`config.mk`:
```
export PLATFORM = sky130hd
export DESIGN_NAME = css_selector
export DESIGN_NICKNAME = d
export VERILOG_FILES = /design/src/css_selector.v
export VERILOG_INCLUDE_DIRS = /design/src /design/src/src
export SDC_FILE = /design/constraint.sdc
export NUM_CORES = 1
export LEC_CHECK = 0
export ABC_AREA = 1
export BUFFER_PORTS_ARGS = -buffer_cell sky130_fd_sc_hd__buf_4
export CAP_MARGIN = 25
export CORE_MARGIN = 2
export CORE_UTILIZATION = 44
export DETAILED_ROUTE_END_ITERATION = 10
export PLACE_DENSITY = 0.76
export SYNTH_ARGS = -nofsm -noshare
export SYNTH_HDL_FRONTEND = slang
export SYNTH_SLANG_ARGS = --single-unit
```
`constraint.sdc`:
```
create_clock -name mclk -period 1.7 [get_ports mclk]
set_input_delay 0 -clock mclk [delete_from_list [all_inputs] [get_ports mclk]]
set_output_delay 0 -clock mclk [all_outputs]
set_load 0.1 [all_outputs]
```
`src/css_defs.vh`:
```
// setting codes and operation mode encodings for the command source selector
`ifndef CSS_DEFS_VH
`define CSS_DEFS_VH
`define CSS_START_COMM      2'h0
`define CSS_START_EXT       2'h1
`define CSS_SPEED_COMM      2'h0
`define CSS_SPEED_EXT       2'h1
`define CSS_SPEED_EXT_COMMF 2'h2
`define CSS_NET_OPTION      14'h0000
`define CSS_NET_SERIAL      14'h0001
`define CSS_NET_AUTO        14'h270f
`define CSS_PANEL_SERIAL    2'h1
`define CSS_PANEL_LOCAL     2'h2
`define CSS_MODE_EXT        2'h0
`define CSS_MODE_PANEL      2'h1
`define CSS_MODE_NET        2'h2
`define CSS_OPSET_SWITCH    4'h0
`define CSS_RST_START       2'h0
`define CSS_RST_SPEED       2'h0
`define CSS_RST_NET         14'h270f
`define CSS_RST_PANEL       2'h2
`define CSS_SRC_NONE        2'h0
`define CSS_SRC_PANEL       2'h1
`define CSS_SRC_SERIAL      2'h2
`define CSS_SRC_OPTION      2'h3
`endif

```
`src/css_selector.v`:
```
// command source selector: settings, mode switching and per-port command gating
`timescale 1ns/1ps
`include "css_defs.vh"

// How it works
// - start source 0 takes run starts from communication, 1 from terminals
// - speed source 0 comm, 1 terminals, 2 terminals but comm frequency accepted
// - network source 0 takes network commands only from the option card
// - network source 1 takes network commands from serial terminals always
// - network source 9999 uses serial, or the option card when fitted
// - auto with option fitted rejects serial writes, starts, frequencies, except in panel mode with serial panel source; reads served
// - panel source 1 means serial terminals, 2 local panel, default 2
// - both selecting serial gives panel priority and refuses network entry
// - serial terminals refuse Modbus-RTU traffic while in panel mode
// - option as network source with no card refuses network mode entry
// - network/panel settings always writable; start/speed need group 0 or option
// - with mode setting 0, panel and network never switch directly
module css_selector (
    input  wire        mclk,
    input  wire        sys_rst,
    input  wire        option_fitted,
    input  wire [15:0] user_group_read_select,
    input  wire [3:0]  operation_mode_setting,
    input  wire        set_wr,
    input  wire [1:0]  set_sel,
    input  wire [13:0] set_data,
    output reg         set_refused,
    input  wire        mode_req,
    input  wire [1:0]  mode_req_target,
    output reg         mode_refused,
    output reg  [1:0]  op_mode,
    input  wire [2:0]  cmd_valid,
    input  wire [2:0]  cmd_is_write,
    input  wire [2:0]  cmd_is_start,
    input  wire [2:0]  cmd_is_freq,
    input  wire [2:0]  cmd_is_analog,
    input  wire        serial_modbus,
    output reg  [2:0]  cmd_accept,
    output reg  [2:0]  cmd_reject,
    output wire [2:0]  cmd_read_ok,
    input  wire        ext_start,
    input  wire        analog_freq_valid,
    output reg         start_from_ext,
    output reg         freq_from_ext,
    output reg         comm_freq_ok,
    output reg         analog_freq_ok,
    output reg  [1:0]  net_source,
    output reg  [1:0]  panel_source,
    output reg  [1:0]  start_source_select,
    output reg  [1:0]  speed_source_select,
    output reg  [13:0] network_mode_source_select,
    output reg  [1:0]  panel_mode_source_select
);
    // port index: 0 local panel, 1 serial terminals, 2 option card
    localparam [1:0] SEL_START = 2'h0;
    localparam [1:0] SEL_SPEED = 2'h1;
    localparam [1:0] SEL_NET   = 2'h2;
    localparam [1:0] SEL_PANEL = 2'h3;

    reg [1:0] next_net_source;
    reg [1:0] next_panel_source;
    reg [1:0] active_src;
    reg       set_ok;
    reg       mode_ok;
    reg       net_blocked;

    // resolve the network command source from the setting and card presence
    function [1:0] net_src_of;
        input [13:0] setting;
        input        fitted;
        begin
            case (setting)
                `CSS_NET_OPTION: net_src_of = `CSS_SRC_OPTION;
                `CSS_NET_SERIAL: net_src_of = `CSS_SRC_SERIAL;
                `CSS_NET_AUTO:   net_src_of = fitted ? `CSS_SRC_OPTION : `CSS_SRC_SERIAL;
                default:         net_src_of = `CSS_SRC_SERIAL;
            endcase
        end
    endfunction

    always @* begin
        next_net_source   = net_src_of(network_mode_source_select, option_fitted);
        next_panel_source = (panel_mode_source_select == `CSS_PANEL_SERIAL) ?
                            `CSS_SRC_SERIAL : `CSS_SRC_PANEL;
        // panel wins the shared serial port, so network entry is barred
        net_blocked = ((network_mode_source_select == `CSS_NET_SERIAL) &&
                       (panel_mode_source_select == `CSS_PANEL_SERIAL)) ||
                      ((next_net_source == `CSS_SRC_OPTION) && !option_fitted) ||
                      ((next_net_source == `CSS_SRC_SERIAL) &&
                       (next_panel_source == `CSS_SRC_SERIAL));
        case (op_mode)
            `CSS_MODE_PANEL: active_src = next_panel_source;
            `CSS_MODE_NET:   active_src = next_net_source;
            default:         active_src = `CSS_SRC_NONE;
        endcase
        // start/speed settings locked unless group 0 or a card is present
        case (set_sel)
            SEL_START: set_ok = (user_group_read_select == 16'h0000) || option_fitted;
            SEL_SPEED: set_ok = (user_group_read_select == 16'h0000) || option_fitted;
            SEL_NET:   set_ok = (set_data == `CSS_NET_OPTION) || (set_data == `CSS_NET_SERIAL) ||
                                (set_data == `CSS_NET_AUTO);
            default:   set_ok = (set_data == {12'h000, `CSS_PANEL_SERIAL}) ||
                                (set_data == {12'h000, `CSS_PANEL_LOCAL});
        endcase
        if (set_sel == SEL_START && set_data > 14'h0001)
            set_ok = 1'b0;
        if (set_sel == SEL_SPEED && set_data > 14'h0002)
            set_ok = 1'b0;
        case (mode_req_target)
            `CSS_MODE_EXT:   mode_ok = 1'b1;
            `CSS_MODE_PANEL: mode_ok = !((operation_mode_setting == `CSS_OPSET_SWITCH) &&
                                         (op_mode == `CSS_MODE_NET));
            `CSS_MODE_NET:   mode_ok = !net_blocked &&
                                       !((operation_mode_setting == `CSS_OPSET_SWITCH) &&
                                         (op_mode == `CSS_MODE_PANEL));
            default:         mode_ok = 1'b0;
        endcase
    end

    // read-type requests are always served on every port
    assign cmd_read_ok = cmd_valid & ~cmd_is_write & ~cmd_is_start & ~cmd_is_freq;

    genvar gi;
    generate
        for (gi = 0; gi < 3; gi = gi + 1) begin : g_port
            wire [1:0] port_src = (gi == 0) ? `CSS_SRC_PANEL :
                                  (gi == 1) ? `CSS_SRC_SERIAL : `CSS_SRC_OPTION;
            wire is_ctrl  = cmd_is_write[gi] | cmd_is_start[gi] | cmd_is_freq[gi];
            wire selected = (active_src == port_src);
            // serial port mutes control when auto mode sees a card, unless in panel mode with serial as panel source
            wire auto_mute = (gi == 1) && option_fitted &&
                             (network_mode_source_select == `CSS_NET_AUTO) &&
                             (op_mode != `CSS_MODE_PANEL || next_panel_source != `CSS_SRC_SERIAL);
            wire rtu_block = (gi == 1) && serial_modbus && (op_mode == `CSS_MODE_PANEL);
            // start honoured only if start source is communication (net mode)
            wire start_ok = !cmd_is_start[gi] || (op_mode != `CSS_MODE_NET) ||
                            (start_source_select == `CSS_START_COMM);
            wire freq_ok  = !cmd_is_freq[gi] || (op_mode != `CSS_MODE_NET) ||
                            (speed_source_select != `CSS_SPEED_EXT);
            wire ok = selected && !auto_mute && !rtu_block && start_ok && freq_ok;
            wire take = cmd_valid[gi] && is_ctrl && ok;
            wire drop = cmd_valid[gi] && (rtu_block || (is_ctrl && !ok));
        end
    endgenerate

    // one process owns both pulse vectors so each has a single driver
    always @(posedge mclk) begin
        if (sys_rst) begin
            cmd_accept <= 3'h0;
            cmd_reject <= 3'h0;
        end else begin
            cmd_accept <= {g_port[2].take, g_port[1].take, g_port[0].take};
            cmd_reject <= {g_port[2].drop, g_port[1].drop, g_port[0].drop};
        end
    end

    always @(posedge mclk) begin
        if (sys_rst) begin
            start_source_select        <= `CSS_RST_START;
            speed_source_select        <= `CSS_RST_SPEED;
            network_mode_source_select <= `CSS_RST_NET;
            panel_mode_source_select   <= `CSS_RST_PANEL;
            op_mode                    <= `CSS_MODE_EXT;
            set_refused                <= 1'b0;
            mode_refused               <= 1'b0;
            net_source                 <= `CSS_SRC_SERIAL;
            panel_source               <= `CSS_SRC_PANEL;
            start_from_ext             <= 1'b0;
            freq_from_ext              <= 1'b0;
            comm_freq_ok               <= 1'b0;
            analog_freq_ok             <= 1'b0;
        end else begin
            set_refused  <= set_wr && !set_ok;
            mode_refused <= mode_req && !mode_ok;
            if (set_wr && set_ok) begin
                case (set_sel)
                    SEL_START: start_source_select        <= set_data[1:0];
                    SEL_SPEED: speed_source_select        <= set_data[1:0];
                    SEL_NET:   network_mode_source_select <= set_data;
                    default:   panel_mode_source_select   <= set_data[1:0];
                endcase
            end
            if (mode_req && mode_ok)
                op_mode <= mode_req_target;
            else if (op_mode == `CSS_MODE_NET && net_blocked)
                op_mode <= `CSS_MODE_EXT;
            net_source     <= next_net_source;
            panel_source   <= next_panel_source;
            start_from_ext <= (start_source_select == `CSS_START_EXT) && ext_start;
            freq_from_ext  <= (speed_source_select != `CSS_SPEED_COMM);
            comm_freq_ok   <= (speed_source_select != `CSS_SPEED_EXT);
            analog_freq_ok <= (speed_source_select == `CSS_SPEED_EXT) && analog_freq_valid;
        end
    end
endmodule // css_selector

```
== Yosys cells after proc, flatten, opt, wreduce, memory -nomap -nowiden ==
Cells that the tools add are included.
Storage, ports and cells
  input port bits: 61
  flip-flop bits (word level): 38
  memory bits (writable): 0
  logic and storage cells: 154
  latch bits: 0
  output and inout port bits: 41
  memories kept: 0
  bits in read-only memories: 0
Cells by class
  multiply operators: 0
  order comparisons: 2
  shifts and indexed selects: 0
  reductions and logical operators: 90
  multiplexer cells: 10
  add/subtract/negate cells: 0
  bitwise logic cells: 13
  div/mod/pow operators: 0
  eq/ne operators: 24
Operator list (count)
  $logic_and A1 B1 Y1: 38
  $eq A14 B1 Y1 const B: 2
  $eq A14 B14 Y1 const B: 2
  $logic_not A14 Y1: 2
  $logic_or A1 B1 Y1: 20
  $logic_not A1 Y1: 17
  $eq A2 B2 Y1 const B: 8
  $logic_not A16 Y1: 1
  $eq A14 B2 Y1 const B: 1
  $eq A2 B1 Y1 const B: 7
  $gt A14 B1 Y1 const B: 1
  $gt A14 B2 Y1 const B: 1
  $and A3 B3 Y3: 3
  $not A3 Y3: 3
  $reduce_and A2 Y1: 4
  $logic_not A2 Y1: 3
  $mux W2: 3
  $or A1 B1 Y1: 6
  $logic_not A4 Y1: 1
  $ne A2 B1 Y1 const B: 2
  $ne A2 B2 Y1 const B: 2
  $pmux W1 S2: 2
  $pmux W2 S2: 1
  $reduce_bool A2 Y1: 2
  other kinds (5): 7

== Longest topological paths before layout ==
  word-level depth: 14
  gate-level depth with buffers: 12
  gate-level depth less buffers: 12

== Worst setup path before layout ==
Ideal clock, no wire load.
  kind: input to output
  from: in cmd_is_write[0]
  to: out cmd_read_ok[0]
  cell stages on the path: 1
  arrival: 2.959 ns
  setup slack: -1.259 ns
  data required time: 1.700 ns
  path through: nor4_1
On the way
  longest elaborated chain between the ends: 4
RTL lines
  start: declaration: line css_selector.v:33  | input wire [2:0] cmd_is_write,
  $not A3 Y3: line css_selector.v:121  | assign cmd_read_ok = cmd_valid & ~cmd_is_write & ~cmd_is_start & ~cmd_is_freq;
  $and A3 B3 Y3 (3 in series): line css_selector.v:121
  end: declaration: line css_selector.v:40  | output wire [2:0] cmd_read_ok,
Every way passes these cells.

== Worst setup path after layout ==
  from: in set_data[0]
  to: reg network_mode_source_select[13]
On the way
  longest elaborated chain between the ends: 8
RTL lines
  start: declaration: line css_selector.v:26  | input wire [13:0] set_data,
  branches (longest 5 deep; another with $gt A14 B1 Y1)
  $mux W1 (*): line css_selector.v:107  | if (set_sel == SEL_SPEED && set_data > 14'h0002)
  $logic_and A1 B1 Y1 (*): line css_selector.v:175  | if (set_wr && set_ok) begin
  $reduce_and A2 Y1 (no source line) (*)
  end signal: assignment: line css_selector.v:161  | network_mode_source_select <= `CSS_RST_NET;
  end signal: assignment: line css_selector.v:179  | SEL_NET: network_mode_source_select <= set_data;
  end: declaration: line css_selector.v:51  | output reg [13:0] network_mode_source_select,
Every way passes the cells marked *.
A chain may end at the register's enable or synchronous reset.

==> reports/results.ini <==
[run_status]
outcome=completed

[final_layout]
syn_to_final_growth_pct=57.9
drive_gt1_share_pct=34.8
diodes=0
nets=444

[floorplanning]
fp.dieW_um=67.8
die_y_um=67.8
initial_core_util_pct=45.1
io_pins=102
rows=23
coreArea_um2=3970
die_area_um2=4600

[clock_tree]
cts_setup_buffers=0
clk_pin_slew_ns=0.07
cts_max_path_buffers=2
clock_sinks=37
htreeDepth=2
clk_latency_ns=0.29
cts_tree=built
cts_buffers=5
cts-root-buf=clkbuf_8

[timing]
finClkSkew_ns=0.00562
drv_slew=0
fin_crit_sh_pct=94.8
period_needed_ns=1.61
max_freq_mhz=620
setup_viol=0
hold_violations=0
rsz0062_at_grt=false
tns_ns=0

[placement]
gp_congestion=0.871
port_buffers=97
hpwl_um=3630

[logic_synthesis]
syn_inst=273
ys_ff_latch=37
avgSynthCellArea_um2=6.56
syn_nets=336
synth_edf_count=0
ys_warn_count=0
ys_types=26
async_reset_ff_share_pct=0
synthesis.area_um2=1790
synth_top_area_share_pct=41.3
synth.most_common_cell=nand2_1
synth_ff_type=dfxtp_1
synth-seq-area-share_pct=41.3
synth_common_cells=nand2_1 (62), nor2_1 (60), inv_1 (40)
synthTopCellsByArea=dfxtp_1 (41%), nand2_1 (13%), nor2_1 (13%), inv_1 (8.4%), nand3_1 (7.3%)
yosysTopAreaCell=dfxtp_1

[global_routing]
grt_max_degree=20
grt-ovfl-total=0
grt_use_total_pct=20.6
grt_pass1_wl_um=7170
antenna_found_initial=0
grt_pass1_vias=1752

[pwr]
ir_drop_mv=0.311
p_per_area_nw_per_um2=674
p_leak_nw=1.41
total_power_mw=1.91

[worst_setup_path]
cp-end-kind=register
cp_max_fo=14
critPathLaunchType=primary input
cp.required_ns=1.85
worst_ep_arrival_time_ns=1.76
critical_path_class=in -> reg
slowest_delay_ns=0.53
cp_common_cell=nand2_1
worst_path_max_delay_cell=dlygate4sd3_1
path_cells=dlygate4sd3_1 -> buf_4 -> nand2_1 -> nand3_1 -> a31oi_1 -> nand2_1 -> a21oi_4 -> nand3_4 -> nand2_1 -> nand3_1

[drt]
via_count=2022
wire_per_inst_um=10.7
final_antenna_net_count=0
viasPerCell=4.68
drt_pass1_iterations=4
drtIter0Drc=105
drt-total-wl_um=4620
drc=0

[hold_path]
hold_class=in -> reg

[flow_run]
maxCapViolations=0

## layout make-up
class / count / area [µm²]
Tap cell: 50 / 62.6
Inverter: 40 / 150
Clock buffer: 7 / 96.3
Fill cell: 326 / 1140
Sequential cell: 37 / 769
Timing Repair Buffer: 106 / 818
Multi-Input combinational cell: 191 / 927
Clock inverter: 1 / 5.00
## cell families after synthesis
| kind of cell | synth area share (%) |
|---|---|
| simple gates | 41.8 |
| buf+inv | 10.1 |
| flops | 41.3 |
| fa+ha+maj | 1.40 |
| compound gates | 5.24 |
| other cells | 0.209 |
## worst max-delay path: cells and delay by family
family / cells / cell delay (ns)
compound gates: 2 / 0.40
buf+inv: 2 / 0.67
simple gates: 6 / 0.69
## worst paths after layout
check | slack [ns] | startpoint | depth (start not counted) | end
setup / recovery | 0.09 | set_data[0] | 10 | network_mode_source_select[13]$_SDFFE_PP1P_
hold / removal | 0.03 | sys_rst | 2 | op_mode[0]$_SDFFE_PP0P_
setup reg to reg | 0.17 | panel_mode_source_select[0]$_SDFFE_PP0P_ | 9 | cmd_reject[1]$_SDFF_PP0_
hold reg to reg | 0.45 | network_mode_source_select[5]$_SDFFE_PP0P_ | 2 | network_mode_source_select[5]$_SDFFE_PP0P_
## layout by cell type (no fill, tap or decap), types with 4 or more instances in the layout
| master | instances |
|---|---|
| a21oi_1 | 4 |
| buf_4 | 97 |
| clkbuf_8 | 7 |
| dfxtp_1 | 18 |
| dfxtp_2 | 17 |
| dlygate4sd3_1 | 9 |
| inv_1 | 40 |
| nand2_1 | 62 |
| nand3_1 | 25 |
| nand4_1 | 6 |
| nor2_1 | 60 |
| nor3_1 | 8 |
| o21ai_0 | 5 |
## flip-flops by register name, summed over array words and instances (netlist names), 2 cells and up
register	cells
network_mode_source_select	14
speed_source_select	2
op_mode	2
panel_source	2
cmd_accept	3
start_source_select	2
cmd_reject	3
panel_mode_source_select	2
## power by group
part	leakage (nW)	internal, mW	switching (mW)
Combinational	1.06	0.149	0.223
Clock	0.0542	0.366	0.287
Sequential	0.301	0.876	0.00546
## stage by stage
stage | util, % | setup slack, ns | hold slack (ns) | cells | instance area [µm²]
global route | 71.2 | 0.00292 | 0.0325 | 432 | 2830
detailed placement | 66.1 | 0.194 | 0.245 | 415 | 2630
global placement | 66.1 | 0.234 | 0.243 | 415 | 2630
floorplan | - | 0.0164 | 0.0978 | 273 | 1870
finish | 71.2 | 0.0881 | 0.0298 | 432 | 2830
CTS | 71.0 | 0.0657 | 0.0238 | 432 | 2820
## what timing repair did
| action | CTS | global route |
|---|---|---|
| setup endpoints to repair | 0 | 9 |
| resized for setup | 0 | 3 |
| hold buffers | 9 | 0 |
| hold endpoints to repair | 8 | 0 |
## per-layer routing
layer | up-vias | wire, µm | global-route usage [%]
li1 | 1073 | - | -
met1 | 869 | 1980 | 24.7
met2 | 75 | 2260 | 35.8
met3 | 5 | 318 | 5.43
met4 | 0 | 61 | 7.00
met5 | - | 0 | 0
No activity file was read; power rests on OpenSTA's default activity.
